### src/hw/dspwm_pkg.sv
/*
  dspwm_pkg: constants for the dual-slope frequency-correct pwm block.
  assumes: apb register slave, 32-bit data, one aligned word per register.
*/
package dspwm_pkg;
  // register byte offsets
  localparam logic [7:0] ADDR_CTRL_A = 8'h00;  // timer_output_wave_control_a
  localparam logic [7:0] ADDR_CTRL_B = 8'h04;  // timer_control_b
  localparam logic [7:0] ADDR_CMP_A = 8'h08;  // compare_value_a buffer
  localparam logic [7:0] ADDR_CMP_B = 8'h0C;  // compare_value_b buffer
  localparam logic [7:0] ADDR_CAP_TOP = 8'h10;  // capture_top_value
  localparam logic [7:0] ADDR_COUNT = 8'h14;  // counter_value, read only
  localparam logic [7:0] ADDR_FLAGS = 8'h18;  // flags, write one to clear
  localparam logic [7:0] ADDR_PINDIR = 8'h1C;  // pin_direction_bit a/b
  // reset values
  localparam logic [7:0] CTRL_A_RST = 8'h00;
  localparam logic [7:0] CTRL_B_RST = 8'h00;
  localparam logic [15:0] WORD_RST = 16'h0000;
  // control register a field positions
  localparam int OMS_A_HI = 7;
  localparam int OMS_A_LO = 6;
  localparam int OMS_B_HI = 5;
  localparam int OMS_B_LO = 4;
  localparam int WS_LO_HI = 1;
  localparam int WS_LO_LO = 0;
  // control register b field positions
  localparam int WS_HI_HI = 4;
  localparam int WS_HI_LO = 3;
  localparam int CS_HI = 2;
  localparam int CS_LO = 0;
  // flag bit positions
  localparam int FLAG_OVF = 0;
  localparam int FLAG_CMP_A = 1;
  localparam int FLAG_CMP_B = 2;
  localparam int FLAG_CAP = 3;
  localparam int FLAG_W = 4;
  // waveform modes handled here
  localparam logic [3:0] WS_PFC_CAP = 4'h8;
  localparam logic [3:0] WS_PFC_CMPA = 4'h9;
  localparam logic [3:0] WS_DUAL_MAX = 4'hB;
  // output mode encodings
  localparam logic [1:0] OMS_OFF = 2'h0;
  localparam logic [1:0] OMS_TOGGLE = 2'h1;
  localparam logic [1:0] OMS_NONINV = 2'h2;
  localparam logic [1:0] OMS_INV = 2'h3;
  localparam logic [15:0] BOTTOM = 16'h0000;
  // prescaler selections and divide ratios minus one
  localparam logic [2:0] CS_STOP = 3'h0;
  localparam logic [2:0] CS_DIV1 = 3'h1;
  localparam logic [2:0] CS_DIV8 = 3'h2;
  localparam logic [2:0] CS_DIV64 = 3'h3;
  localparam logic [2:0] CS_DIV256 = 3'h4;
  localparam logic [2:0] CS_DIV1024 = 3'h5;
  localparam int PRE_W = 10;
  localparam logic [9:0] DIV8_M1 = 10'h007;
  localparam logic [9:0] DIV64_M1 = 10'h03F;
  localparam logic [9:0] DIV256_M1 = 10'h0FF;
  localparam logic [9:0] DIV1024_M1 = 10'h3FF;
  localparam logic [9:0] PRE_ZERO = 10'h000;
  // counter direction states, gray coded
  typedef enum logic [0:0] {
    DSPWM_UP = 1'b0,
    DSPWM_DOWN = 1'b1
  } dspwm_dir_t;
endpackage

### src/hw/dspwm_prescale.sv
/*
  dspwm_prescale: divides clk_sys into a one-cycle timer tick enable.
  assumes: sel changes only from register logic on the same clock.
*/
`timescale 1ns/1ps
module dspwm_prescale (
  input wire logic clk_sys,
  input wire logic srst,
  input wire logic [2:0] sel,
  output logic tick
);
  logic [9:0] count;  // free running cycle counter
  logic [9:0] limit;  // divide ratio minus one
  logic active;  // a divide ratio is selected
  logic wrap;  // counter at its limit

  // ratio lookup, continuous selection
  assign limit = (sel == dspwm_pkg::CS_DIV8) ? dspwm_pkg::DIV8_M1 :
    (sel == dspwm_pkg::CS_DIV64) ? dspwm_pkg::DIV64_M1 :
    (sel == dspwm_pkg::CS_DIV256) ? dspwm_pkg::DIV256_M1 :
    (sel == dspwm_pkg::CS_DIV1024) ? dspwm_pkg::DIV1024_M1 :
    dspwm_pkg::PRE_ZERO;
  assign active = (sel >= dspwm_pkg::CS_DIV1) &&
    (sel <= dspwm_pkg::CS_DIV1024);
  assign wrap = (count >= limit);
  // tick is a clock enable, never a clock
  assign tick = active && wrap;

  // counter restarts when stopped so the first tick is a full period late
  always_ff @(posedge clk_sys) begin
    if (srst || !active || wrap) begin
      count <= dspwm_pkg::PRE_ZERO;
    end else begin
      count <= count + 10'h001;
    end
  end
endmodule

### src/hw/dspwm_core.sv
/*
  dspwm_core: 16-bit dual-slope timer with double-buffered compares,
  apb register slave and two wave outputs.
  assumes: apb master on clk_sys; load pins take pin_out and pin_oe.
  software keeps top at three or more and at or above both compares;
  the block does not check either, it only stops matching.
*/
// Implementation choices: the address map and the APB interface to the registers.
`timescale 1ns/1ps
module dspwm_core (
  input wire logic clk_sys,
  input wire logic srst,
  input wire logic psel,
  input wire logic penable,
  input wire logic pwrite,
  input wire logic [7:0] paddr,
  input wire logic [31:0] pwdata,
  output logic [31:0] prdata,
  output logic pready,
  output logic pslverr,
  output logic [1:0] pin_out,
  output logic [1:0] pin_oe,
  output logic timer_tick
);
  logic [7:0] ctrl_a;  // timer_output_wave_control_a
  logic [7:0] ctrl_b;  // timer_control_b
  logic [15:0] buf_a;  // compare a buffer
  logic [15:0] buf_b;  // compare b buffer
  logic [15:0] cmp_a;  // active compare_value_a
  logic [15:0] cmp_b;  // active compare b
  logic [15:0] cap_top;  // capture_top_value
  logic [15:0] counter_value;  // the timer
  logic [3:0] flags;  // sticky event flags
  logic [1:0] pin_dir;  // pin_direction_bit per channel
  logic [1:0] wave;  // wave_output per channel
  dspwm_pkg::dspwm_dir_t dir;  // slope state
  dspwm_pkg::dspwm_dir_t next_dir;
  logic [15:0] next_count;

  // bus decode, no wait states; decodes below are named wires except the
  // register write address compares, which the clocked process makes itself
  logic wr;
  logic rd_hit;
  logic [3:0] ws;  // waveform_select
  logic [1:0] oms_a;
  logic [1:0] oms_b;
  logic mode_pfc;
  logic mode_dual;
  logic [15:0] top;
  logic at_top;
  logic at_bottom;
  logic match_a;
  logic match_b;
  logic tick_top;
  logic tick_bottom;
  logic [3:0] flag_set;
  logic [3:0] flag_clr;

  assign wr = psel && penable && pwrite;
  assign pready = 1'b1;  // single-cycle access phase
  assign rd_hit = (paddr == dspwm_pkg::ADDR_CTRL_A) ||
    (paddr == dspwm_pkg::ADDR_CTRL_B) || (paddr == dspwm_pkg::ADDR_CMP_A) ||
    (paddr == dspwm_pkg::ADDR_CMP_B) || (paddr == dspwm_pkg::ADDR_CAP_TOP) ||
    (paddr == dspwm_pkg::ADDR_COUNT) || (paddr == dspwm_pkg::ADDR_FLAGS) ||
    (paddr == dspwm_pkg::ADDR_PINDIR);
  // unmapped addresses answer with an error and change nothing
  // writes there are dropped by the register decode below as well
  assign pslverr = psel && penable && !rd_hit;

  // upper mode bits live in control b
  assign ws = {ctrl_b[dspwm_pkg::WS_HI_HI:dspwm_pkg::WS_HI_LO],
    ctrl_a[dspwm_pkg::WS_LO_HI:dspwm_pkg::WS_LO_LO]};
  assign oms_a = ctrl_a[dspwm_pkg::OMS_A_HI:dspwm_pkg::OMS_A_LO];
  assign oms_b = ctrl_a[dspwm_pkg::OMS_B_HI:dspwm_pkg::OMS_B_LO];
  // only modes 8 and 9 run the counter here
  assign mode_pfc = (ws == dspwm_pkg::WS_PFC_CAP) ||
    (ws == dspwm_pkg::WS_PFC_CMPA);
  assign mode_dual = (ws >= dspwm_pkg::WS_PFC_CAP) &&
    (ws <= dspwm_pkg::WS_DUAL_MAX);
  // top source select top below three is software's concern
  // mode 9 reads the active compare, so a new top waits for bottom
  assign top = (ws == dspwm_pkg::WS_PFC_CMPA) ? cmp_a : cap_top;
  assign at_top = (counter_value == top);
  assign at_bottom = (counter_value == dspwm_pkg::BOTTOM);
  // equality with active compares a top below a compare
  // simply never matches
  assign match_a = (counter_value == cmp_a);
  assign match_b = (counter_value == cmp_b);
  assign tick_top = timer_tick && mode_pfc && at_top;
  assign tick_bottom = timer_tick && mode_pfc && at_bottom &&
    (dir == dspwm_pkg::DSPWM_DOWN);

  // flag events: overflow at bottom compares on match capture at top in mode 8
  assign flag_set[dspwm_pkg::FLAG_OVF] = tick_bottom;
  assign flag_set[dspwm_pkg::FLAG_CMP_A] = timer_tick && mode_pfc && match_a;
  assign flag_set[dspwm_pkg::FLAG_CMP_B] = timer_tick && mode_pfc && match_b;
  assign flag_set[dspwm_pkg::FLAG_CAP] = tick_top &&
    (ws == dspwm_pkg::WS_PFC_CAP);
  assign flag_clr = (wr && paddr == dspwm_pkg::ADDR_FLAGS) ?
    pwdata[dspwm_pkg::FLAG_W-1:0] : 4'h0;

  // prescaled tick enable
  // a stopped prescaler holds every tick-driven register still
  dspwm_prescale u_prescale (
    .clk_sys(clk_sys),
    .srst(srst),
    .sel(ctrl_b[dspwm_pkg::CS_HI:dspwm_pkg::CS_LO]),
    .tick(timer_tick)
  );

  // slope walk: up to top, one tick at top, down to bottom
  // giving a period of two times top ticks
  // a top set below the count on the rising slope lets it run on and wrap
  always_comb begin
    next_dir = dir;
    next_count = counter_value;
    unique case (dir)
      dspwm_pkg::DSPWM_UP: begin
        if (at_top) begin
          next_dir = dspwm_pkg::DSPWM_DOWN;
          next_count = counter_value - 16'h0001;
        end else begin
          next_count = counter_value + 16'h0001;
        end
      end
      dspwm_pkg::DSPWM_DOWN: begin
        if (at_bottom) begin
          next_dir = dspwm_pkg::DSPWM_UP;
          next_count = counter_value + 16'h0001;
        end else begin
          next_count = counter_value - 16'h0001;
        end
      end
    endcase
  end

  // counter and direction advance only on the tick
  // outside modes 8 and 9 the counter freezes where it stands, so a
  // mode change resumes from there; a reset gives a clean start
  always_ff @(posedge clk_sys) begin
    if (srst) begin
      counter_value <= dspwm_pkg::WORD_RST;
      dir <= dspwm_pkg::DSPWM_UP;
    end else if (timer_tick && mode_pfc) begin
      counter_value <= next_count;
      dir <= next_dir;
    end
  end

  // active compares reload from buffers at bottom in modes 8 and 9
  // loading at bottom rather than top keeps both slopes of a period
  // on the same compare, which is what keeps the output symmetric
  always_ff @(posedge clk_sys) begin
    if (srst) begin
      cmp_a <= dspwm_pkg::WORD_RST;
      cmp_b <= dspwm_pkg::WORD_RST;
    end else if (tick_bottom || !mode_pfc) begin
      // outside these modes the buffer passes straight through
      cmp_a <= buf_a;
      cmp_b <= buf_b;
    end
  end

  // software registers; compare writes go to buffers
  // compares written across a bottom may pair old and new values
  // for one period, never inside a single slope
  always_ff @(posedge clk_sys) begin
    if (srst) begin
      ctrl_a <= dspwm_pkg::CTRL_A_RST;
      ctrl_b <= dspwm_pkg::CTRL_B_RST;
      buf_a <= dspwm_pkg::WORD_RST;
      buf_b <= dspwm_pkg::WORD_RST;
      cap_top <= dspwm_pkg::WORD_RST;
      pin_dir <= 2'h0;
    end else if (wr) begin
      if (paddr == dspwm_pkg::ADDR_CTRL_A) begin
        ctrl_a <= pwdata[7:0] & 8'hF3;  // bits 3:2 stay zero
      end
      if (paddr == dspwm_pkg::ADDR_CTRL_B) begin
        ctrl_b <= pwdata[7:0] & 8'h1F;
      end
      if (paddr == dspwm_pkg::ADDR_CMP_A) begin
        buf_a <= pwdata[15:0];
      end
      if (paddr == dspwm_pkg::ADDR_CMP_B) begin
        buf_b <= pwdata[15:0];
      end
      if (paddr == dspwm_pkg::ADDR_CAP_TOP) begin
        cap_top <= pwdata[15:0];
      end
      if (paddr == dspwm_pkg::ADDR_PINDIR) begin
        pin_dir <= pwdata[1:0];
      end
    end
  end

  // sticky flags, a set in the same cycle as its clear wins
  // losing an event to a racing clear would hide a whole period
  always_ff @(posedge clk_sys) begin
    if (srst) begin
      flags <= 4'h0;
    end else begin
      flags <= (flags & ~flag_clr) | flag_set;
    end
  end

  // direction a match is judged by: the top tick already belongs to the
  // falling slope and the bottom tick to the rising one, so a compare at
  // top sets a non-inverted output and one at bottom clears it
  logic slope_down;
  logic slope_up;
  assign slope_down = (next_dir == dspwm_pkg::DSPWM_DOWN);
  assign slope_up = !slope_down;
  // toggle works in modes 8 and 9 only, on channel a only
  logic toggle_a;
  assign toggle_a = (oms_a == dspwm_pkg::OMS_TOGGLE) && mode_dual;

  // wave outputs: clear up / set down, inverted in mode three
  // bottom compare never sets on the way down, so stays low
  always_ff @(posedge clk_sys) begin
    if (srst) begin
      wave <= 2'h0;
    end else if (timer_tick && mode_pfc) begin
      if (match_a) begin
        if (toggle_a) begin
          wave[0] <= ~wave[0];
        end else if (oms_a == dspwm_pkg::OMS_NONINV) begin
          wave[0] <= slope_down;
        end else if (oms_a == dspwm_pkg::OMS_INV) begin
          wave[0] <= slope_up;
        end
      end
      if (match_b) begin
        if (oms_b == dspwm_pkg::OMS_NONINV) begin
          wave[1] <= slope_down;
        end else if (oms_b == dspwm_pkg::OMS_INV) begin
          wave[1] <= slope_up;
        end
      end
    end
  end

  // a pin is connected only in an output mode that drives it
  logic conn_a;
  logic conn_b;
  assign conn_a = (oms_a != dspwm_pkg::OMS_OFF);
  // toggle setting leaves channel b disconnected
  assign conn_b = (oms_b == dspwm_pkg::OMS_NONINV) ||
    (oms_b == dspwm_pkg::OMS_INV);
  // the pin sees the wave only when its direction bit is output
  assign pin_out = wave;
  assign pin_oe = pin_dir & {conn_b, conn_a};

  // read mux, registered so data comes from flip-flops
  // unmapped addresses fall through to zero, matching the error reply
  logic [31:0] rd_mux;
  assign rd_mux =
    (paddr == dspwm_pkg::ADDR_CTRL_A) ? {24'h00_0000, ctrl_a} :
    (paddr == dspwm_pkg::ADDR_CTRL_B) ? {24'h00_0000, ctrl_b} :
    (paddr == dspwm_pkg::ADDR_CMP_A) ? {16'h0000, buf_a} :
    (paddr == dspwm_pkg::ADDR_CMP_B) ? {16'h0000, buf_b} :
    (paddr == dspwm_pkg::ADDR_CAP_TOP) ? {16'h0000, cap_top} :
    (paddr == dspwm_pkg::ADDR_COUNT) ? {16'h0000, counter_value} :
    (paddr == dspwm_pkg::ADDR_FLAGS) ? {28'h000_0000, flags} :
    (paddr == dspwm_pkg::ADDR_PINDIR) ? {30'h0000_0000, pin_dir} :
    32'h0000_0000;

  // read data captured in the setup cycle, stable through access
  // loading in setup costs nothing here because pready never waits
  always_ff @(posedge clk_sys) begin
    if (srst) begin
      prdata <= 32'h0000_0000;
    end else if (psel && !penable) begin
      prdata <= rd_mux;
    end
  end
endmodule

### config.mk
export PLATFORM = sky130hd
export DESIGN_NAME = dspwm_core
export DESIGN_NICKNAME = d
export VERILOG_FILES = /design/src/hw/dspwm_pkg.sv /design/src/hw/dspwm_prescale.sv /design/src/hw/dspwm_core.sv
export SDC_FILE = /design/constraint.sdc
export NUM_CORES = 1
export LEC_CHECK = 0
export BUFFER_PORTS_ARGS = -buffer_cell sky130_fd_sc_hd__buf_2
export CAP_MARGIN = 20
export CORE_ASPECT_RATIO = 0.5
export CORE_MARGIN = 1
export CORE_UTILIZATION = 40
export CTS_BUF_LIST = sky130_fd_sc_hd__clkbuf_16
export DETAILED_ROUTE_END_ITERATION = 8
export PLACE_DENSITY_LB_ADDON = 0.12
export SYNTH_ARGS = -nofsm -noshare
export SYNTH_HDL_FRONTEND = slang
export SYNTH_SLANG_ARGS = --single-unit
### constraint.sdc
create_clock -name clk_sys -period 3.4 [get_ports clk_sys]
set_clock_uncertainty 0.15 [all_clocks]
set_input_delay 0.68 -clock clk_sys [delete_from_list [all_inputs] [get_ports clk_sys]]
set_output_delay 0.68 -clock clk_sys [all_outputs]
set_load 0.02 [all_outputs]
==> flow_summary.json, run 1 <==
{
  "nets": 1007,
  "synth.ff_latch_count": 142,
  "critPathLaunchType": "register",
  "power_frac_seq_pct": 46.6,
  "ys.flop_type": "dfxtp_1",
  "rr_startpoint": "ctrl_b[1]",
  "area_growth_syn_to_layout_pct": 14.6,
  "hpwl_um": 16500,
  "grt_pass1_wl_um": 35400,
  "grt_setup_unrepaired": "no",
  "swShare_pct": 24.6,
  "setup_viol": 0,
  "holdPathStages": 2,
  "grt_usage_pct": 24.2,
  "final-hold-violation-count": 0,
  "n_antenna_cell": 0,
  "synth_cell_types": 71,
  "clk_pin_slew_ps": 60,
  "power_density_nw_per_um2": 416,
  "min_period_ps": 3260,
  "fin_hold_ws_ps": 310,
  "crit_arrival_ps": 2430,
  "synth_top_area_share_pct": 37.7,
  "antenna_found_initial": 0,
  "netSwitchingPower_uw": 882,
  "gp_congestion": 0.851,
  "fin_crit_sh_pct": 96.0,
  "max_freq_mhz": 306,
  "fin_tns_setup_ps": 0,
  "rows": 35,
  "ios": 84,
  "avgRoutedWirePerCell_um": 18.8,
  "via_count": 6644,
  "critPathCaptureType": "output port",
  "yosys-top-cells-area": "dfxtp_1 (38%), a21oi_1 (6.5%), nand2_1 (6.4%)",
  "die_h_um": 99.0,
  "criticalPathCategory": "reg -> out",
  "tightest_slew_ps": 831,
  "htree_num_levels": 4,
  "grt_max_degree": 61,
  "first_iter_violations": 700,
  "first_global_vias": 6089,
  "pwr-share-clk_pct": 49.5,
  "cts_tree": "done",
  "ys_seq_area_share_pct": 37.7,
  "io_buffers": 50,
  "cts.sinks": 142,
  "coreArea_um2": 18400,
  "status": "finished, final reports clean",
  "die_area_um2": 19400,
  "ant_nets": 0,
  "rr_worst_depth": 11,
  "die_w_um": 196,
  "cts_root_buf": "clkbuf_16",
  "hold_class": "reg -> reg",
  "rr_endpoint": "counter_value[9]",
  "peakVddDrop_v": 0.000358,
  "drtPass1Iterations": 5,
  "worstPathRequired_ps": 2570,
  "synth_top_area_cell": "dfxtp_1",
  "regToRegSetupSlack_ps": 170,
  "drt_wl_total_um": 22900,
  "combPwrFrac_pct": 3.9,
  "yosysWarnings": 0,
  "grt-ovfl-total": 0,
  "synth-async-reset-ratio_pct": 0,
  "cts_buffers": 17,
  "final.fill_count": 1820,
  "avgViaCountPerCell": 5.45,
  "slew_headroom_pct": 44.5,
  "crit_fanout": 6,
  "syn_avg_cell_area_um2": 8.36,
  "insertion_delay_ps": 430,
  "min_from": "flags[0]",
  "synth_edf_count": 0,
  "power_leakage_uw": 0.00311,
  "drv_cap": 0,
  "cts.path.max_buffers": 2,
  "drive_gt1_share_pct": 15.6,
  "slew_viol_final": 0,
  "postCtsHoldBufs": 0,
  "route.detailed.drc": 0,
  "netlist_instances": 901,
  "holdPathEnd": "flags[0]",
  "internal-power_uw": 2710,
  "synth_area_um2": 7530,
  "initial_core_util_pct": 40.9
}
-- sequential cells by signal, indices dropped and copies added (netlist names) --
register,cells
cmp_a,16
buf_b,16
pin_dir,2
pin_out,2
ctrl_a,6
counter_value,16
flags,4
cap_top,16
u_prescale.count,10
prdata,16
dir,1
cmp_b,16
buf_a,16
ctrl_b,5
-- critical path: stages (launching register included) --
cell      delay (ps)
dfxtp_1          490
nor2_2           100
a21oi_1          290
ha_1             330
a21oi_1          150
o211ai_1         140
a41oi_2          260
nor2_2            80
buf_2            170
-- layout by cell type (no fill, tap or decap), types with 6 or more instances in the layout --
master	n
mux2_1	6
nor2b_1	10
a21oi_1	98
nand3_1	44
mux2i_1	37
buf_4	43
buf_2	49
dfxtp_1	142
conb_1	17
and3_1	14
xnor2_1	41
nor2_1	81
ha_1	14
xor2_1	20
a222oi_1	14
clkbuf_16	17
a221oi_1	6
nand2_1	129
nor3_1	13
nor4_1	10
inv_1	19
nand4_1	14
-- Yosys cell counts, types with 3 or more instances --
cell type  count
nand2b_1       4
nand3_1       45
o211ai_1       4
nor2_1        83
a211oi_1       5
and4_1         5
or4_1          3
a31oi_1        5
nor2b_1       10
or2_2          3
xor2_1        20
a311oi_1       5
ha_1          14
a21oi_1       98
clkbuf_1      37
mux2i_1       37
a22oi_1        4
and3b_1        5
o21ai_0        3
dfxtp_1      142
nor4_1        11
nand2_1      129
buf_4         21
o21ai_1        4
a221oi_1       6
or4_4          3
mux2_1         6
nand4_1       14
and3_1        14
nor3_1        14
inv_1         17
buf_6          9
a2111oi_0      3
nor4b_1        4
buf_2         12
xnor2_1       41
and2_1         4
a222oi_1      14
or3_1          5
-- power by group through the flow --
stage                     Clock (µW)  Combinational (µW)  Sequential (µW)
after floorplan                    0                86.2             1710
after global placement             0                 139             1710
after detailed placement           0                 140             1710
after CTS                       1810                 140             1670
after global routing            1880                 151             1670
final                           1780                 141             1670
-- stage by stage --
stage	setup slack, ps	util [%]	cell area [µm²]	instances	total power (µW)
global route	6.31	46.8	8630	1220	3700
CTS	92.7	46.7	8610	1220	3620
detailed placement	141	43.6	8040	1186	1850
finish	135	46.8	8630	1220	3590
floorplan	523	-	7590	916	1800
global placement	199	43.6	8040	1186	1850
-- layout make-up --
type	instances	area (µm²)	area share, %
sequential	142	2840	32.9
tap	259	324	3.75
inverter	17	63.8	0.739
multi-input combinational	676	4250	49.2
clock buffer	17	425	4.93
timing repair buffer	94	608	7.04
clock inverter	15	124	1.43
-- worst max path at each step --
stage / startpoint / end / slack [ps] / cells after the start
2_1_floorplan: ctrl_b[1] / cmp_a[0] / 520 / 12
3_3_place_gp: ctrl_b[2] / counter_value[14] / 200 / 13
3_5_place_dp: ctrl_b[2] / counter_value[14] / 140 / 13
4_1_cts: ctrl_b[2] / timer_tick / 90 / 10
5_1_grt: ctrl_b[1] / counter_value[9] / 6 / 11
6_report: ctrl_b[1] / timer_tick / 140 / 8
-- cell families (layout without fill, tap and decap cells) --
kind of cell	count (synthesis)	in the layout	synth area share, %
adder cells (fa/ha/maj)	14	14	2.33
other	2	17	0.0997
multiplexers	43	43	5.81
AND/OR/NAND/NOR	371	371	24.7
XOR/XNOR	61	61	7.09
AO/OA/AOI/OAI	170	170	14.9
buffers and inverters	98	143	7.24
flip-flops	142	142	37.7
-- metal layers --
metal	up-vias	track usage (%)	wire length [µm]
li1	3247	-	-
met1	3164	35.4	11300
met2	219	35.5	9650
met3	14	5.48	1830
met5	-	0	0
met4	0	6.07	176
-- repair_timing --
action	4_1_cts	5_1_grt
setup buffers	2	0
hold endpoints to repair	0	0
pin swaps	2	0
gates resized for setup	1	6
endpoints found under the setup margin	1	11
No activity file was read; power rests on OpenSTA's default activity.
==> inputs of run 2 (changes only) <==
CORE_ASPECT_RATIO = 0.6   (was 0.5)
==> flow_summary.json, run 2 (same netlist as run 1, synthesis figures left out) <==
{
  "gr-usage-met3_pct": 5.73,
  "cts.path.max_buffers": 2,
  "cts_buffers": 17,
  "grt_setup_unrepaired": "yes",
  "grt-ovfl-total": 0,
  "setup_viol": 0,
  "gp_congestion": 0.859,
  "fin_crit_sh_pct": 96.1,
  "use_met1_pct": 42.2,
  "drv_cap": 0,
  "cts.sinks": 142,
  "final_cell_mix": "dfxtp_1 (141), nand2_1 (129), a21oi_1 (97)",
  "worstPathRequired_ps": 2570,
  "hold_class": "reg -> reg",
  "status": "finished, final reports clean",
  "htree_num_levels": 4,
  "coreArea_um2": 18300,
  "crit_fanout": 5,
  "pwr-share-clk_pct": 49.4,
  "mostFrequentLayoutCell": "dfxtp_1",
  "power_leakage_uw": 0.00309,
  "dp.cells": 1167,
  "nets": 1006,
  "insertion_delay_ps": 430,
  "hpwl_um": 17200,
  "swShare_pct": 24.7,
  "power_density_nw_per_um2": 416,
  "first_global_vias": 6121,
  "grt_max_degree": 76,
  "avgRoutedWirePerCell_um": 20.0,
  "die_w_um": 179,
  "initial_core_util_pct": 41.3,
  "place_area_um2": 8030,
  "slew_viol_final": 0,
  "combPwrFrac_pct": 4.0,
  "met2_usage_pct": 33.1,
  "peakVddDrop_v": 0.000357,
  "fin_tns_setup_ps": 0,
  "netSwitchingPower_uw": 886,
  "avgViaCountPerCell": 5.62,
  "antenna_found_initial": 0,
  "final.fill_count": 1819,
  "tightest_slew_ps": 933,
  "max_freq_mhz": 306,
  "clk_pin_slew_ps": 60,
  "power_uw": 3590,
  "first_iter_violations": 820,
  "die_area_um2": 19400,
  "crit_arrival_ps": 2440,
  "grt_usage_pct": 26.0,
  "instances_no_fill": 1200,
  "n_antenna_cell": 0,
  "internal-power_uw": 2700,
  "slew_headroom_pct": 37.7,
  "fin_area_um2": 8620,
  "via_count": 6740,
  "drtPass1Iterations": 5,
  "grt_pass1_wl_um": 37000,
  "fin_hold_ws_ps": 306,
  "criticalPathCategory": "reg -> out",
  "power_frac_seq_pct": 46.6,
  "postCtsHoldBufs": 0,
  "area_growth_syn_to_layout_pct": 14.4,
  "drt_wl_total_um": 24000,
  "final-hold-violation-count": 0,
  "cts_root_buf": "clkbuf_16",
  "critPathLaunchType": "register",
  "ant_nets": 0,
  "min_period_ps": 3270,
  "io_buffers": 50,
  "ios": 84,
  "busiest_layer": "met1",
  "cts_tree": "done",
  "rows": 38,
  "die_h_um": 108,
  "route.detailed.drc": 0,
  "drive_gt1_share_pct": 15.7,
  "critPathCaptureType": "output port"
}
run 2: what timing repair did:
item / in CTS / in global routing
setup endpoints to repair: 1 / 6
gates resized for setup: 4 / 3
setup buffers: 0 / 1
pin swaps: 1 / 1
run 2: final timing paths:
kind | from | end | slack [ps] | cells past startpoint
hold / removal | flags[0] | flags[0] | 310 | 2
hold reg to reg | flags[0] | flags[0] | 310 | 2
setup / recovery | ctrl_b[2] | timer_tick | 130 | 9
setup reg to reg | ctrl_b[2] | counter_value[5] | 150 | 11
run 2: cell type report:
type                       instances  area [µm²]  area share, %
clock buffer                      17         425           4.94
clock inverter                    15         124           1.44
inverter                          17        63.8          0.741
multi-input combinational        676        4250           49.3
sequential                       142        2840           33.0
tap                              240         300           3.48
timing repair buffer              93         613           7.11
run 2: critical path, stage by stage, from the launching register on:
cell	delay, ps
dfxtp_1	380
inv_1	100
nor2_2	170
a21oi_2	90
ha_1	360
a21oi_1	180
o211ai_1	170
a41oi_4	310
nor2_2	90
buf_2	160
run 2: through the flow:
step                utilization, %  worst slack [ps]
floorplan                        -               523
global placement              44.0               186
detailed placement            44.0               154
CTS                           47.1              18.8
global route                  47.2             -84.9
finish                        47.2               133
run 2: layer usage:
metal | wire (µm) | up-vias | share of wire (%)
li1 | - | 3246 | -
met1 | 12200 | 3177 | 51
met2 | 9260 | 303 | 39
met3 | 2330 | 14 | 9.7
met4 | 210 | 0 | 0.88
met5 | 0 | - | 0
run 2: power by group through the flow:
stage	Clock, µW	Combinational (µW)	Sequential (µW)
2_1_floorplan	0	86.2	1710
3_3_place_gp	0	142	1710
3_5_place_dp	0	141	1710
4_1_cts	1800	142	1670
5_1_grt	1880	155	1670
6_report	1770	143	1670
==> inputs of run 3 (changes only) <==
clock period = 2.8 ns   (was 3.4 ns; I/O delays follow)
==> flow_summary.json, run 3 (same netlist as run 1, synthesis figures left out) <==
{
  "io_buffers": 50,
  "final_cell_mix": "dfxtp_1 (136), nand2_1 (126), buf_4 (98)",
  "insertion_delay_ps": 430,
  "crit_arrival_ps": 2290,
  "route.detailed.drc": 4,
  "holdPathStages": 3,
  "critPathCaptureType": "output port",
  "coreArea_um2": 18300,
  "drtPass1Iterations": 8,
  "tightest_slew_ps": 547,
  "grt_max_degree": 46,
  "power_uw": 4350,
  "clk_pin_slew_ps": 70,
  "slew_headroom_pct": 63.2,
  "place_ws_ps": -351,
  "antenna_found_initial": 0,
  "initial_core_util_pct": 41.3,
  "grt_setup_unrepaired": "yes",
  "grt_usage_pct": 26.9,
  "first_global_vias": 6244,
  "instances_no_fill": 1274,
  "dp.cells": 1227,
  "critPathLaunchType": "register",
  "via_count": 7122,
  "cts_root_buf": "clkbuf_16",
  "htree_num_levels": 4,
  "rows": 38,
  "cts.sinks": 142,
  "power_leakage_uw": 0.00360,
  "peakVddDrop_v": 0.000428,
  "crit_fanout": 3,
  "avgRoutedWirePerCell_um": 20.2,
  "rr_worst_depth": 13,
  "criticalPathCategory": "reg -> out",
  "final-hold-violation-count": 0,
  "holdPathEnd": "buf_b[13]",
  "hpwl_um": 18500,
  "drv_cap": 0,
  "seq_area_um2": 2850,
  "max_freq_mhz": 333,
  "gp_congestion": 0.890,
  "fin_crit_sh_pct": 107,
  "mostFrequentLayoutCell": "dfxtp_1",
  "avgViaCountPerCell": 5.59,
  "fin_area_um2": 9730,
  "area_growth_syn_to_layout_pct": 29.2,
  "slew_viol_final": 0,
  "min_from": "pwdata[13]",
  "layout_setup_ws_ps": -205,
  "final.fill_count": 1722,
  "power_density_nw_per_um2": 447,
  "place_area_um2": 8500,
  "drt_wl_total_um": 25700,
  "cts.path.max_buffers": 2,
  "grt-ovfl-total": 0,
  "ios": 84,
  "min_period_ps": 3000,
  "ant_nets": 0,
  "drive_gt1_share_pct": 26.4,
  "worstPathRequired_ps": 2090,
  "n_antenna_cell": 0,
  "die_h_um": 108,
  "cts_buffers": 17,
  "regToRegSetupSlack_ps": -190,
  "status": "complete, but fails checks",
  "grt_pass1_wl_um": 38200,
  "die_w_um": 179,
  "nets": 1081,
  "multi_input_area_um2": 4630,
  "rr_endpoint": "counter_value[9]",
  "hold_class": "in -> reg",
  "fin_util_pct": 53.3,
  "cts_tree": "done",
  "die_area_um2": 19400,
  "setup_viol": 47,
  "violations": "design-rule violations, negative setup slack",
  "rr_startpoint": "ctrl_b[2]",
  "first_iter_violations": 814
}
## run 3: changes by cell type in the layout (fill, tap and decap cells not counted), moves of 5 or more
cell / previous run / this run
ha_1: 14 / 8
nor3_1: 14 / 6
dfxtp_1: 141 / 136
buf_6: 0 / 11
buf_4: 41 / 98
dfxtp_2: 1 / 6
ha_4: 0 / 6
nor3_2: 0 / 6
## run 3: routing by layer
metal,routed length [µm],global-route usage [%]
met5,0,0
met4,325,6.54
met3,2390,7.95
met2,9580,33.8
met1,13400,42.8
## run 3: critical path, cell delays in order (launching register included)
cell,delay (ps)
dfxtp_2,340
buf_6,120
nor2b_4,150
or2_4,160
inv_4,40
ha_4,290
nand2_4,50
o21ai_4,170
a41oi_4,140
buf_6,160
nor2_4,110
buf_6,130
## run 3: how the worst max path moves through the flow
stage,from,depth (start not counted),to,slack (ps)
global placement,ctrl_b[2],15,pin_out[0],-390
CTS,ctrl_b[2],11,timer_tick,-200
detailed placement,ctrl_b[2],15,pin_out[0],-350
finish,ctrl_b[2],11,timer_tick,-200
global route,ctrl_b[2],11,timer_tick,-320
floorplan,ctrl_b[2],12,cmp_a[0],-30
## run 3: final cells by class
type | instances | share of cell area [%]
multi-input combinational | 676 | 47.6
sequential | 142 | 29.3
timing repair buffer | 168 | 13.8
clock buffer | 17 | 4.37
tap | 240 | 3.09
clock inverter | 14 | 1.18
inverter | 17 | 0.681
## run 3: per-stage QoR
step,hold slack (ps),TNS [ps]
6_report,249,-4200
5_1_grt,241,-11110
4_1_cts,236,-5470
3_5_place_dp,304,-10220
3_3_place_gp,303,-8430
2_1_floorplan,276,-899
## run 3: timing repair
item,in CTS,in global routing
pin swaps,24,31
hold buffers,0,0
endpoints found under the setup margin,49,56
gates resized for setup,57,45
setup buffers,9,8
cloned,3,1
## run 3: where the power goes
group | total [µW] | internal [µW] | switching [µW]
sequential | 2030 | 2030 | 5.03
combinational | 180 | 46.7 | 133
clock | 2140 | 1210 | 927
